**src/rtl/bofc_pkg.sv**
```systemverilog
// Package with register map, field layout, states and timing of the output fault control
package bofc_pkg;

   // ==========================================================
   // Clock and timing
   localparam int unsigned CLK_HZ         = 40_000_000;
   localparam int unsigned RETRY_WAIT_US  = 2000;
   localparam int unsigned RETRY_WAIT_CYC = (RETRY_WAIT_US * (CLK_HZ / 1_000_000) > 0) ?
                                            RETRY_WAIT_US * (CLK_HZ / 1_000_000) : 1;
   localparam int unsigned TMR_W          = 20;

   // ==========================================================
   // Register indices (byte address is four times the index)
   localparam logic [5:0] IDX_FAULT_FLAG  = 6'h02;
   localparam logic [5:0] IDX_REG_STATE   = 6'h03;
   localparam logic [5:0] IDX_FAULT_MASK  = 6'h07;
   localparam logic [5:0] IDX_PROT_CFG    = 6'h09;
   localparam logic [5:0] IDX_CONV_OPT    = 6'h0B;
   localparam logic [5:0] IDX_EDGE_CFG    = 6'h0E;

   // ==========================================================
   // Field positions
   localparam int unsigned FLT_OC_BIT     = 6;
   localparam int unsigned FLT_OV_BIT     = 5;
   localparam int unsigned FLT_UV_BIT     = 4;
   localparam int unsigned ST_CC_BIT      = 4;
   localparam int unsigned CFG_DIS_BIT    = 5;
   localparam int unsigned CFG_UVDIS_BIT  = 3;
   localparam int unsigned CFG_LATCH_BIT  = 2;
   localparam int unsigned OPT_UVCV_BIT   = 3;
   localparam int unsigned EDGE_SLEW_LSB  = 2;
   localparam logic [7:0]  FLT_ALL_MASK   = 8'h70;

   // ==========================================================
   // Reset values
   localparam logic [7:0]  RST_MASK       = 8'h00;
   localparam logic [7:0]  RST_PROT_CFG   = 8'h00;
   localparam logic [7:0]  RST_CONV_OPT   = 8'h00;
   localparam logic [7:0]  RST_EDGE_CFG   = 8'h00;

   // ==========================================================
   // Limiter counts
   localparam logic [2:0]  OC_PAIR_LIMIT  = 3'h4;
   localparam logic [2:0]  CC_CONT_PAIRS  = 3'h2;

   // ==========================================================
   // Comparator and control inputs from the analog side
   typedef struct packed {
      logic cycle_start;     // Pulse at start of each switching cycle
      logic reg_hs_cmd;      // Regulation loop asks for high-side on
      logic hs_over_limit;   // High-side current above high_side_current_limit
      logic ls_below_limit;  // Low-side current below low_side_recovery_limit
      logic ov_cmp;          // Output above over-voltage threshold
      logic uv_cc_cmp;       // Output below constant-current under-voltage threshold
      logic uv_cv_cmp;       // Output below constant-voltage under-voltage threshold
      logic cc_above_fall;   // Output above the CC falling disable threshold
      logic vref_down;       // Pulse when the output target is lowered
      logic vout_settled;    // Output has reached its target
   } bofc_sense_t;

   // Limiter states
   typedef enum logic [1:0] {
      CBC_FOLLOW = 2'b01,
      CBC_FORCE  = 2'b10
   } bofc_cbc_t;

   // Converter protection states
   typedef enum logic [3:0] {
      PS_OFF    = 4'b0001,
      PS_RUN    = 4'b0010,
      PS_HICCUP = 4'b0100,
      PS_LATCH  = 4'b1000
   } bofc_prot_t;

endpackage

```
**src/rtl/bofc_output_fault_ctrl.sv**
```systemverilog
// Main buck output fault control: current limiter, fault flags, hiccup and latch-off
//
// The implementer's own choices: the placing of the registers and the Avalon-MM register port.
`timescale 1ns/1ps
`default_nettype none


module bofc_output_fault_ctrl #(
   parameter int unsigned RETRY_WAIT_CYCLES = bofc_pkg::RETRY_WAIT_CYC
) (
   input  wire logic                  I_SYS_CLK,
   input  wire logic                  I_RSTN,
   input  wire logic [7:0]            I_AVS_ADDRESS,
   input  wire logic                  I_AVS_READ,
   input  wire logic                  I_AVS_WRITE,
   input  wire logic [31:0]           I_AVS_WRITEDATA,
   input  wire logic [3:0]            I_AVS_BYTEENABLE,
   output logic      [31:0]           O_AVS_READDATA,
   output logic                       O_AVS_WAITREQUEST,
   input  wire logic                  I_CONV_ENABLE,
   input  wire bofc_pkg::bofc_sense_t I_SENSE,
   output logic                       O_HS_GATE,
   output logic                       O_LS_GATE,
   output logic                       O_SWITCH_EN,
   output logic                       O_CC_REG_EN,
   output logic                       O_DISCHARGE_ON,
   output logic      [1:0]            O_SLEW_SEL,
   output logic                       O_IRQ
);
   import bofc_pkg::*;

   // ==========================================================
   // Declarations
   logic [5:0]  reg_idx;
   logic        req;
   logic        wr_acc;
   logic        addr_ok;
   logic [7:0]  rd_byte;
   logic [7:0]  flt_clr;
   logic [7:0]  flt_set;
   logic [7:0]  flt_q;
   logic [7:0]  mask_q;
   logic [7:0]  prot_cfg_q;
   logic [7:0]  conv_opt_q;
   logic [7:0]  edge_cfg_q;
   logic        cc_stat_q;
   logic        hit_q;
   logic [2:0]  pair_cnt_q;
   logic        pair_done;
   logic        oc_evt;
   logic        uv_now;
   logic        uv_act;
   logic        run;
   logic        tmr_start;
   logic        tmr_done;
   bofc_cbc_t   cbc_q;
   bofc_cbc_t   cbc_d;
   bofc_prot_t  ps_q;
   bofc_prot_t  ps_d;

   // ==========================================================
   // Avalon-MM slave: one wait cycle, then answer
   assign req     = I_AVS_READ | I_AVS_WRITE;
   assign reg_idx = I_AVS_ADDRESS[7:2];
   assign addr_ok = (I_AVS_ADDRESS[1:0] == 2'h0);
   assign wr_acc  = I_AVS_WRITE & ~O_AVS_WAITREQUEST & I_AVS_BYTEENABLE[0] & addr_ok;

   // Waitrequest drops for exactly one cycle per request
   always_ff @(posedge I_SYS_CLK or negedge I_RSTN) begin
      if (!I_RSTN) begin
         O_AVS_WAITREQUEST <= 1'b1;
      end else begin
         O_AVS_WAITREQUEST <= ~(req & O_AVS_WAITREQUEST);
      end
   end

   // Read mux; unmapped words read as zero
   always_comb begin
      rd_byte = 8'h00;
      if (addr_ok) begin
         case (reg_idx)
            IDX_FAULT_FLAG: rd_byte = flt_q;
            IDX_REG_STATE:  rd_byte = 8'(cc_stat_q) << ST_CC_BIT;
            IDX_FAULT_MASK: rd_byte = mask_q;
            IDX_PROT_CFG:   rd_byte = prot_cfg_q;
            IDX_CONV_OPT:   rd_byte = conv_opt_q;
            IDX_EDGE_CFG:   rd_byte = edge_cfg_q;
            default:        rd_byte = 8'h00;
         endcase
      end
   end

   // Read data captured in the wait cycle, stands while waitrequest is low
   always_ff @(posedge I_SYS_CLK or negedge I_RSTN) begin
      if (!I_RSTN) begin
         O_AVS_READDATA <= 32'h0000_0000;
      end else if (I_AVS_READ & O_AVS_WAITREQUEST) begin
         O_AVS_READDATA <= {24'h00_0000, rd_byte};
      end
   end

   // Writable configuration registers
   always_ff @(posedge I_SYS_CLK or negedge I_RSTN) begin
      if (!I_RSTN) begin
         mask_q     <= RST_MASK;
         prot_cfg_q <= RST_PROT_CFG;
         conv_opt_q <= RST_CONV_OPT;
         edge_cfg_q <= RST_EDGE_CFG;
      end else if (wr_acc) begin
         case (reg_idx)
            IDX_FAULT_MASK: mask_q     <= I_AVS_WRITEDATA[7:0];
            IDX_PROT_CFG:   prot_cfg_q <= I_AVS_WRITEDATA[7:0];
            IDX_CONV_OPT:   conv_opt_q <= I_AVS_WRITEDATA[7:0];
            IDX_EDGE_CFG:   edge_cfg_q <= I_AVS_WRITEDATA[7:0];
            default:        mask_q     <= mask_q;
         endcase
      end
   end

   // ==========================================================
   // Fault flags: write one to clear, a new event wins over the clear
   assign flt_clr = (wr_acc && reg_idx == IDX_FAULT_FLAG) ?
                    (I_AVS_WRITEDATA[7:0] & FLT_ALL_MASK) : 8'h00;

   always_comb begin
      flt_set = 8'h00;
      flt_set[FLT_OC_BIT] = oc_evt;
      flt_set[FLT_OV_BIT] = I_SENSE.ov_cmp;
      flt_set[FLT_UV_BIT] = uv_now;
   end

   always_ff @(posedge I_SYS_CLK or negedge I_RSTN) begin
      if (!I_RSTN) begin
         flt_q <= 8'h00;
      end else begin
         flt_q <= (flt_q & ~flt_clr) | flt_set;
      end
   end

   // Interrupt from any unmasked set flag
   always_ff @(posedge I_SYS_CLK or negedge I_RSTN) begin
      if (!I_RSTN) begin
         O_IRQ <= 1'b0;
      end else begin
         O_IRQ <= |(flt_q & ~mask_q & FLT_ALL_MASK);
      end
   end

   // ==========================================================
   // Under-voltage threshold select and action gate
   assign uv_now = conv_opt_q[OPT_UVCV_BIT] ? I_SENSE.uv_cv_cmp
                                            : I_SENSE.uv_cc_cmp;
   assign uv_act = uv_now & ~prot_cfg_q[CFG_UVDIS_BIT];
   assign run    = (ps_q == PS_RUN);

   // ==========================================================
   // Cycle-by-cycle limiter
   always_comb begin
      cbc_d = cbc_q;
      case (cbc_q)
         CBC_FOLLOW: begin
            if (run && I_SENSE.hs_over_limit) begin
               cbc_d = CBC_FORCE;
            end
         end
         CBC_FORCE: begin
            if (!run || I_SENSE.ls_below_limit) begin
               cbc_d = CBC_FOLLOW;
            end
         end
         default: cbc_d = CBC_FOLLOW;
      endcase
   end

   always_ff @(posedge I_SYS_CLK or negedge I_RSTN) begin
      if (!I_RSTN) begin
         cbc_q <= CBC_FOLLOW;
      end else begin
         cbc_q <= cbc_d;
      end
   end

   assign pair_done = run && (cbc_q == CBC_FORCE) && I_SENSE.ls_below_limit;
   assign oc_evt    = pair_done && (pair_cnt_q == OC_PAIR_LIMIT - 3'h1);

   // Over-limit seen in the running switching cycle
   always_ff @(posedge I_SYS_CLK or negedge I_RSTN) begin
      if (!I_RSTN) begin
         hit_q <= 1'b0;
      end else if (I_SENSE.cycle_start) begin
         hit_q <= I_SENSE.hs_over_limit;
      end else if (I_SENSE.hs_over_limit) begin
         hit_q <= 1'b1;
      end
   end

   // Consecutive pair counter
   always_ff @(posedge I_SYS_CLK or negedge I_RSTN) begin
      if (!I_RSTN) begin
         pair_cnt_q <= 3'h0;
      end else if (!run || oc_evt) begin
         pair_cnt_q <= 3'h0;
      end else if (pair_done) begin
         pair_cnt_q <= pair_cnt_q + 3'h1;
      end else if (I_SENSE.cycle_start && !hit_q) begin
         pair_cnt_q <= 3'h0;
      end
   end

   // Constant-current status while the limiter keeps engaging
   always_ff @(posedge I_SYS_CLK or negedge I_RSTN) begin
      if (!I_RSTN) begin
         cc_stat_q <= 1'b0;
      end else begin
         cc_stat_q <= (pair_cnt_q >= CC_CONT_PAIRS);
      end
   end

   // Gate drive: limiter overrides the regulation command
   always_ff @(posedge I_SYS_CLK or negedge I_RSTN) begin
      if (!I_RSTN) begin
         O_HS_GATE <= 1'b0;
         O_LS_GATE <= 1'b0;
      end else if (!run) begin
         O_HS_GATE <= 1'b0;
         O_LS_GATE <= 1'b0;
      end else if (cbc_d == CBC_FORCE) begin
         O_HS_GATE <= 1'b0;
         O_LS_GATE <= 1'b1;
      end else begin
         O_HS_GATE <= I_SENSE.reg_hs_cmd;
         O_LS_GATE <= ~I_SENSE.reg_hs_cmd;
      end
   end

   // ==========================================================
   // Protection state machine
   always_comb begin
      ps_d      = ps_q;
      tmr_start = 1'b0;
      case (ps_q)
         PS_OFF: begin
            if (I_CONV_ENABLE) begin
               ps_d = PS_RUN;
            end
         end
         PS_RUN: begin
            if (!I_CONV_ENABLE) begin
               ps_d = PS_OFF;
            end else if (oc_evt || I_SENSE.ov_cmp) begin
               ps_d = PS_LATCH;
            end else if (uv_act && prot_cfg_q[CFG_LATCH_BIT]) begin
               ps_d = PS_LATCH;
            end else if (uv_act) begin
               ps_d      = PS_HICCUP;
               tmr_start = 1'b1;
            end
         end
         PS_HICCUP: begin
            if (!I_CONV_ENABLE) begin
               ps_d = PS_OFF;
            end else if (tmr_done) begin
               ps_d = PS_RUN;
            end
         end
         PS_LATCH: begin
            if (!I_CONV_ENABLE) begin
               ps_d = PS_OFF;
            end
         end
         default: ps_d = PS_OFF;
      endcase
   end

   always_ff @(posedge I_SYS_CLK or negedge I_RSTN) begin
      if (!I_RSTN) begin
         ps_q <= PS_OFF;
      end else begin
         ps_q <= ps_d;
      end
   end

   // Retry wait timer
   bofc_retry_timer #(
      .WAIT_CYC (TMR_W'(RETRY_WAIT_CYCLES))
   ) u_retry_timer (
      .i_clk   (I_SYS_CLK),
      .i_rstn  (I_RSTN),
      .i_start (tmr_start),
      .i_abort (~I_CONV_ENABLE),
      .o_done  (tmr_done)
   );

   // Switching enable and CC loop enable
   always_ff @(posedge I_SYS_CLK or negedge I_RSTN) begin
      if (!I_RSTN) begin
         O_SWITCH_EN <= 1'b0;
         O_CC_REG_EN <= 1'b0;
      end else begin
         O_SWITCH_EN <= (ps_d == PS_RUN);
         O_CC_REG_EN <= (ps_d == PS_RUN) && I_SENSE.cc_above_fall;
      end
   end

   // ==========================================================
   // Output discharge on a lowered target
   always_ff @(posedge I_SYS_CLK or negedge I_RSTN) begin
      if (!I_RSTN) begin
         O_DISCHARGE_ON <= 1'b0;
      end else if (!prot_cfg_q[CFG_DIS_BIT] || !I_CONV_ENABLE) begin
         O_DISCHARGE_ON <= 1'b0;
      end else if (I_SENSE.vref_down) begin
         O_DISCHARGE_ON <= 1'b1;
      end else if (I_SENSE.vout_settled) begin
         O_DISCHARGE_ON <= 1'b0;
      end
   end

   // Switch node slew select
   always_ff @(posedge I_SYS_CLK or negedge I_RSTN) begin
      if (!I_RSTN) begin
         O_SLEW_SEL <= 2'h0;
      end else begin
         O_SLEW_SEL <= edge_cfg_q[EDGE_SLEW_LSB +: 2];
      end
   end

endmodule

`default_nettype wire

```
**src/rtl/bofc_retry_timer.sv**
```systemverilog
// Retry wait timer for the hiccup loop
`timescale 1ns/1ps
`default_nettype none

module bofc_retry_timer #(
   parameter logic [bofc_pkg::TMR_W-1:0] WAIT_CYC = bofc_pkg::TMR_W'(bofc_pkg::RETRY_WAIT_CYC)
) (
   input  wire logic i_clk,
   input  wire logic i_rstn,
   input  wire logic i_start,
   input  wire logic i_abort,
   output logic      o_done
);
   import bofc_pkg::*;

   logic [TMR_W-1:0] cnt_q;
   logic             busy_q;

   // ==========================================================
   // Count down from the wait length; done pulses on expiry
   always_ff @(posedge i_clk or negedge i_rstn) begin
      if (!i_rstn) begin
         cnt_q  <= '0;
         busy_q <= 1'b0;
         o_done <= 1'b0;
      end else begin
         o_done <= 1'b0;
         if (i_abort) begin
            busy_q <= 1'b0;
         end else if (i_start) begin
            cnt_q  <= WAIT_CYC - TMR_W'(1);
            busy_q <= 1'b1;
         end else if (busy_q) begin
            if (cnt_q == '0) begin
               busy_q <= 1'b0;
               o_done <= 1'b1;
            end else begin
               cnt_q <= cnt_q - TMR_W'(1);
            end
         end
      end
   end

endmodule

`default_nettype wire
```
**config.mk**
```make
export PLATFORM = sky130hd
export DESIGN_NAME = bofc_output_fault_ctrl
export DESIGN_NICKNAME = d
export VERILOG_FILES = /design/src/rtl/bofc_pkg.sv /design/src/rtl/bofc_output_fault_ctrl.sv /design/src/rtl/bofc_retry_timer.sv
export SDC_FILE = /design/constraint.sdc
export NUM_CORES = 1
export LEC_CHECK = 0
export BUFFER_PORTS_ARGS = -buffer_cell sky130_fd_sc_hd__clkbuf_2
export CORE_MARGIN = 3
export CORE_UTILIZATION = 52
export CTS_CLUSTER_DIAMETER = 40
export CTS_CLUSTER_SIZE = 28
export DETAILED_ROUTE_END_ITERATION = 6
export HOLD_SLACK_MARGIN = 0.05
export PLACE_DENSITY = 0.83
export SLEW_MARGIN = 20
export SYNTH_ARGS = -nofsm -noshare
export SYNTH_HDL_FRONTEND = slang
export SYNTH_SLANG_ARGS = --single-unit
```
**constraint.sdc**
```tcl
create_clock -name I_SYS_CLK -period 5.7 [get_ports I_SYS_CLK]
set_input_delay 1.14 -clock I_SYS_CLK [delete_from_list [all_inputs] [get_ports I_SYS_CLK]]
set_output_delay 1.14 -clock I_SYS_CLK [all_outputs]
set_load 0.02 [all_outputs]
```
==> results of run 1 <==
## per-layer routing
layer  track usage [%]  up-vias  share of wire (%)
met5                 0        -                  0
met2              33.6       93                 51
li1                  -     1457                  -
met1              25.5     1495                 42
met4              6.52        0                1.3
met3              5.16       11                5.7
## critical path, delay by kind of cell
kind	cells	cell delay (ps)
buf+inv	1	130
simple gates	3	1830
mux	1	390
## cell type report
class / instances / area [um2]
repair buffers: 49 / 254
clock buffers: 9 / 124
well taps: 102 / 128
multi-input cells: 279 / 1910
clock inverters: 7 / 106
inverters: 11 / 41.3
flip-flops and latches: 85 / 2130
fillers: 653 / 3110
## path summary, 6_finish.rpt
check | start | to | slack [ps] | cells past startpoint
worst max register to register | u_retry_timer.cnt_q[7] | u_retry_timer.cnt_q[16] | 3260 | 5
worst min-delay path | edge_cfg_q[2] | O_SLEW_SEL[0] | 420 | 0
max in group asynchronous | I_RSTN | u_retry_timer.cnt_q[13] | 4370 | 1
worst min register to register | edge_cfg_q[2] | O_SLEW_SEL[0] | 420 | 0
min in group asynchronous | I_RSTN | cc_stat_q | 810 | 1
worst max-delay path | I_AVS_ADDRESS[4] | conv_opt_q[3] | 2460 | 5
## through the flow
step / instance area [um2] / hold slack [ps] / worst slack (ps)
after floorplan: 4320 / 369 / 2710
after global placement: 4460 / 383 / 2190
after detailed placement: 4460 / 400 / 2110
after CTS: 4690 / 423 / 2480
after global routing: 4700 / 442 / 2370
final: 4700 / 417 / 2460
## power breakdown
group | internal [mW] | switching (mW)
combinational | 0.0968 | 0.159
clock | 0.254 | 0.234
sequential | 0.664 | 0.0538
## flip-flops by register name, summed over array words and instances, names as in the netlist, 3 cells and up
| register | count |
|---|---|
| pair_cnt_q | 3 |
| conv_opt_q | 8 |
| ps_q | 4 |
| mask_q | 8 |
| flt_q | 3 |
| prot_cfg_q | 8 |
| edge_cfg_q | 8 |
| u_retry_timer.cnt_q | 20 |
| O_AVS_READDATA | 8 |
## logic make-up after synthesis
kind of cell	after synthesis	synth area share, %
AO/OA/AOI/OAI	74	12.7
XOR/XNOR	14	2.90
adder cells (fa/ha/maj)	6	1.77
buffers and inverters	47	6.50
flip-flops	85	50.3
multiplexers	35	9.22
other	1	0.0886
AND/OR/NAND/NOR	126	16.4
## synthesized netlist by cell type, drive strengths merged (5+ instances only)
cell type  count  area (um2)
dfrtp         82        2050
nor2          25        93.8
a22oi         15         113
nand2b         5        31.3
nand2         39         149
or3            5        31.3
mux2          32         360
xor2          12         105
o211ai         5        42.5
o21ai         20         104
and2           6        37.5
buf           26         196
a22o           8        70.1
clkbuf        10        37.5
nor4          12        81.3
inv           11        41.3
ha             6        75.1
or4            5        45.0
==> impl_results.md, run 1 <==
- # IOs: 100
- Die X: 96.2 um
- Post-CTS setup buffer count: 0
- Number of synthesized flops with an enable pin: 0
- TNS Setup: 0 ps
- Yosys reg bits: 85
- Initial Util: 54.2%
- Util after Layout: 60.2%
- Syn Area/Cell: 10.9 um2
- Clock Path Buffers: 2
- CTS clk-pin slew, worst paths: 100 ps
- Clock root buffer: clkbuf_8
- Final setup violating endpoints: 0
- Most frequent cells in the layout: dfrtp_1, clkbuf_2, nand2_1
- Hold Violations, Final: 0
- Number of global-route vias before repair: 3,040
- Worst vdd ir: 161 uV
- Clk_skew: 9.05 ps
- Num CTS Buffers: 9
- HP Class: flop to flop
- Final #Nets: 500
- Arrival time at the worst endpoint: 3480 ps
- DR pass1 iterations: 4
- Slowest CP cell: or4b_2
- Post-synthesis sequential area ratio: 50.3%
- Worst-path cell chain: clkbuf_2 -> or4b_2 -> nor2_1 -> and2_1 -> mux2_2
- Share of cells above drive strength 1: 25.5%
- Number of port buffers: 48
- Via count: 3,056
- Fmax: 309 MHz
- Status: finished, final reports clean
- DIE HEIGHT: 96.2 um
- CTS tree: done
- Max Cap Violations: 0
- Initial drt markers: 112
- Post-Layout Cell Count: 542
- Core Rows: 32
- ANT nets after route: 0
- Pwr dens: 311 mW/mm2
- DR vias/cell: 5.64
- Top FF cell, synth: dfrtp_1
- Worst Max-Slew Pin Slew: 1020 ps
- Clock latency at the later pin of the worst-skew pair: 360 ps
- Sink Count: 85
- Most common cell after layout, fill and taps aside: dfrtp_1
- Crit path largest cell delay: 730 ps
- DRT Wirelength: 8570 um
- CORE AREA: 0.00781 mm2
- P&R area growth vs syn: 11.0%
- Synth async-reset ratio: 100%
- Synth warnings: 0
- Crit path kind: primary input to flop
- Relative slew slack: 31.6%
- Post-route DRC: 0
- Crit path max fanout: 9
- Synthesized instance count: 388
- Slew Limit Fails: 0
- RSZ-0062 raised after global routing: false
- Period minus WS final: 3240 ps
- Resize count post-CTS: 0
- Largest net degree at the start of global routing: 86
- Die area: 0.00926 mm2
- Tcrit/Tclk final: 56.8%
- Routed wire per std cell: 15.8 um
- Hpwl dp: 6070 um
- Inst Count DP: 526
- RePlAce Congestion: 0.867
- Worst Setup End Kind: flop
- Leakage: 2.32 nW
- WP data required: 5940 ps
- Synth Cell Area: 0.00423 mm2
- CTS Hold Bufs: 0
- Initial antenna violation count: 0
- GRT overflow: 0
- Global Route Usage Sum: 20.1%
- Diode count: 0
- Crit start category: primary input
- CTS H-tree lvls: 3
- Tot Pwr: 1.46 mW
- Count of cell types in the netlist: 65
- Global-route wire length before repair: 14,300 um
Note: power is estimated with default switching activity, not from simulation.
==> inputs of run 2 (changes only) <==
--- a/config.mk
+++ b/config.mk
@@ -7,12 +7,12 @@
 export LEC_CHECK = 0
 export BUFFER_PORTS_ARGS = -buffer_cell sky130_fd_sc_hd__clkbuf_2
 export CORE_MARGIN = 3
-export CORE_UTILIZATION = 52
+export CORE_UTILIZATION = 49
 export CTS_CLUSTER_DIAMETER = 40
 export CTS_CLUSTER_SIZE = 28
 export DETAILED_ROUTE_END_ITERATION = 6
 export HOLD_SLACK_MARGIN = 0.05
-export PLACE_DENSITY = 0.83
+export PLACE_DENSITY = 0.82
 export SLEW_MARGIN = 20
 export SYNTH_ARGS = -nofsm -noshare
 export SYNTH_HDL_FRONTEND = slang
==> constraint.sdc (replaced) <==
create_clock -name I_SYS_CLK -period 2.9 [get_ports I_SYS_CLK]
set_input_delay 0.58 -clock I_SYS_CLK [delete_from_list [all_inputs] [get_ports I_SYS_CLK]]
set_output_delay 0.58 -clock I_SYS_CLK [all_outputs]
set_load 0.02 [all_outputs]
==> impl_results.md, run 2 (synthesis gave the netlist of run 1 again) <==
- Status: finished, final reports clean
- RSZ-0062 raised after global routing: false
- Post-CTS setup buffer count: 0 (unchanged)
- Inst Count DP: 535 (+1.7%)
- Initial Util: 51.0% (-3.2 points)
- Fillers: 693 (+6.1%)
- Final #Nets: 506 (+1.2%)
- Global-route wire length before repair: 14,200 um (-1.1%)
- Fmax: 416 MHz
- DIE HEIGHT: 98.9 um (+2.8%)
- Num CTS Buffers: 9 (unchanged)
- Max Cap Violations: 0 (unchanged)
- CORE AREA: 0.00830 mm2 (+6.3%)
- Post-Layout Cell Count: 551 (+1.7%)
- Share of cells above drive strength 1: 26.5% (+1.0 points)
- Reg-to-reg slack, setup: 500 ps (-2760 ps)
- Worst Setup End Kind: flop
- Bufs and invs on worst path: 0 (-1)
- Slew Limit Fails: 0 (unchanged)
- Worst reg2reg startpoint: u_retry_timer.cnt_q[7]
- Resize count post-CTS: 0 (unchanged)
- Most common cell after layout, fill and taps aside: dfrtp_1
- RR Endpoint: u_retry_timer.cnt_q[7]
- Worst Max-Slew Pin Slew: 745 ps (-271 ps)
- Number of port buffers: 48 (unchanged)
- Clk pwr share: 33.2% (-0.2 points)
- ANT nets after route: 0 (unchanged)
- Crit start category: flop
- CTS tree: done
- Sequential power share: 49.4% (+0.3 points)
- # IOs: 100 (unchanged)
- Most numerous cell on the critical path: or4_4
- CTS clk-pin slew, worst paths: 100 ps (about the same)
- Crit path largest cell delay: 660 ps (-70 ps)
- Period minus WS final: 2400 ps
- Hold Violations, Final: 0 (unchanged)
- Global Route Usage Sum: 17.9% (-2.2 points)
- HP Class: primary input to asynchronous set/reset pin
- Diode count: 0 (unchanged)
- Clock Path Buffers: 2 (unchanged)
- Cell family with most CP delay: simple AND/OR/NAND/NOR gates
- Number of global-route vias before repair: 3,003 (-1.2%)
- Post-route DRC: 0 (unchanged)
- Die area: 0.00979 mm2 (+5.7%)
- Util after Layout: 57.1% (-3.0 points)
- P&R area growth vs syn: 12.0%
- Slowest CP cell: or4_4
- Leakage: 2.36 nW (+1.4%)
- Die X: 98.9 um (+2.8%)
- Largest net degree at the start of global routing: 86 (unchanged)
- Psw: 0.876 mW (+96%)
- Pwr dens: 605 mW/mm2 (+94%)
- DR pass1 iterations: 4 (unchanged)
- Sink Count: 85 (unchanged)
- Worst vdd ir: 409 uV (+150%)
- GRT overflow: 0 (unchanged)
- Crit path depth: 5 (unchanged)
- Combinational share of power: 17.5% (about the same)
- CTS H-tree lvls: 3 (unchanged)
- Most frequent cells in the layout: dfrtp_1, clkbuf_2, nand2_1
- Max reg flops: 20 (unchanged)
- Worst-path cell chain: or4_4 -> or4_4 -> o211ai_1 -> xor2_1 -> nor2_1
- Clock root buffer: clkbuf_8
- Most flops, register: u_retry_timer.cnt_q
- Hpwl dp: 6150 um (+1.2%)
- Initial drt markers: 138 (+23%)
- WP data required: 3120 ps (-2820 ps)
- Relative slew slack: 49.7% (+18 points)
- Initial antenna violation count: 0 (unchanged)
- Via count: 3,124 (+2.2%)
- Crit path kind: flop to flop
- Core Rows: 33 (+3.1%)
- R2r worst-path depth: 5 (unchanged)
- Sw frac: 30.5% (-0.052 points)
- CTS Hold Bufs: 0 (unchanged)
- Arrival time at the worst endpoint: 2630 ps (-850 ps)
- Tcrit/Tclk final: 82.9%
- Internal power: 1.99 mW (+96%)
- RePlAce Congestion: 0.837 (-3.5%)
- TNS Setup: 0 ps (unchanged)
- Routed wire per std cell: 15.6 um (-1.5%)
- Crit path max fanout: 13 (+4)
- DR vias/cell: 5.67 (+0.56%)
- Clk_skew: 17.6 ps (+8.59 ps)
- Clock latency at the later pin of the worst-skew pair: 360 ps (about the same)
- Final setup violating endpoints: 0 (unchanged)
- DRT Wirelength: 8580 um (+0.18%)
==> run 2: cell count changes in the layout (fill, tap and decap cells not counted) <==
cell      delta
buf_4        +6
clkinv_2     +1
inv_6        +1
clkinv_4     -2
==> run 2: through the flow <==
| step | worst slack (ps) | hold slack (ps) | cell area, um2 | power [mW] |
|---|---|---|---|---|
| after global routing | 387 | 303 | 4740 | 3.03 |
| final | 496 | 254 | 4740 | 2.87 |
| after detailed placement | 364 | 391 | 4510 | 1.94 |
| after CTS | 505 | 385 | 4740 | 2.89 |
| after floorplan | 470 | 284 | 4320 | 1.80 |
| after global placement | 436 | 382 | 4510 | 1.90 |
==> run 2: how the worst max path moves through the flow <==
stage / start / slack, ps / to
finish: u_retry_timer.cnt_q[7] / 500 / u_retry_timer.cnt_q[7]
global route: u_retry_timer.cnt_q[16] / 390 / u_retry_timer.cnt_q[12]
CTS: u_retry_timer.cnt_q[7] / 510 / u_retry_timer.cnt_q[7]
detailed placement: I_AVS_ADDRESS[4] / 360 / conv_opt_q[5]
global placement: I_AVS_ADDRESS[4] / 440 / conv_opt_q[2]
floorplan: I_AVS_ADDRESS[4] / 470 / conv_opt_q[0]
==> run 2: worst register-to-register path: stages (launching register included) <==
cell and delay, ps:
dfrtp_1 450, or4_4 610, or4_4 660, o211ai_1 320, xor2_1 190, nor2_1 50
==> run 2: final cells by class <==
| cell class | instances | area [um2] | share of cell area, % |
|---|---|---|---|
| Clock buffer | 9 | 124 | 2.61 |
| Clock inverter | 7 | 103 | 2.16 |
| Inverter | 11 | 41.3 | 0.871 |
| Multi-Input combinational cell | 279 | 1910 | 40.3 |
| Sequential cell | 85 | 2130 | 44.9 |
| Tap cell | 105 | 131 | 2.77 |
| Timing Repair Buffer | 55 | 299 | 6.31 |
==> run 2: layer usage <==
metal,GRT usage (%),part of all wire [%]
met2,30.6,51
met1,22.4,42
met5,0,0
met4,4.94,1.0
met3,4.95,6.3
==> run 2: power groups by stage <==
stage	Clock, mW	Combinational, mW	Sequential [mW]
floorplan	0	0.383	1.42
global route	1.03	0.566	1.43
CTS	0.970	0.504	1.42
detailed placement	0	0.503	1.44
finish	0.953	0.501	1.42
global placement	0	0.478	1.43
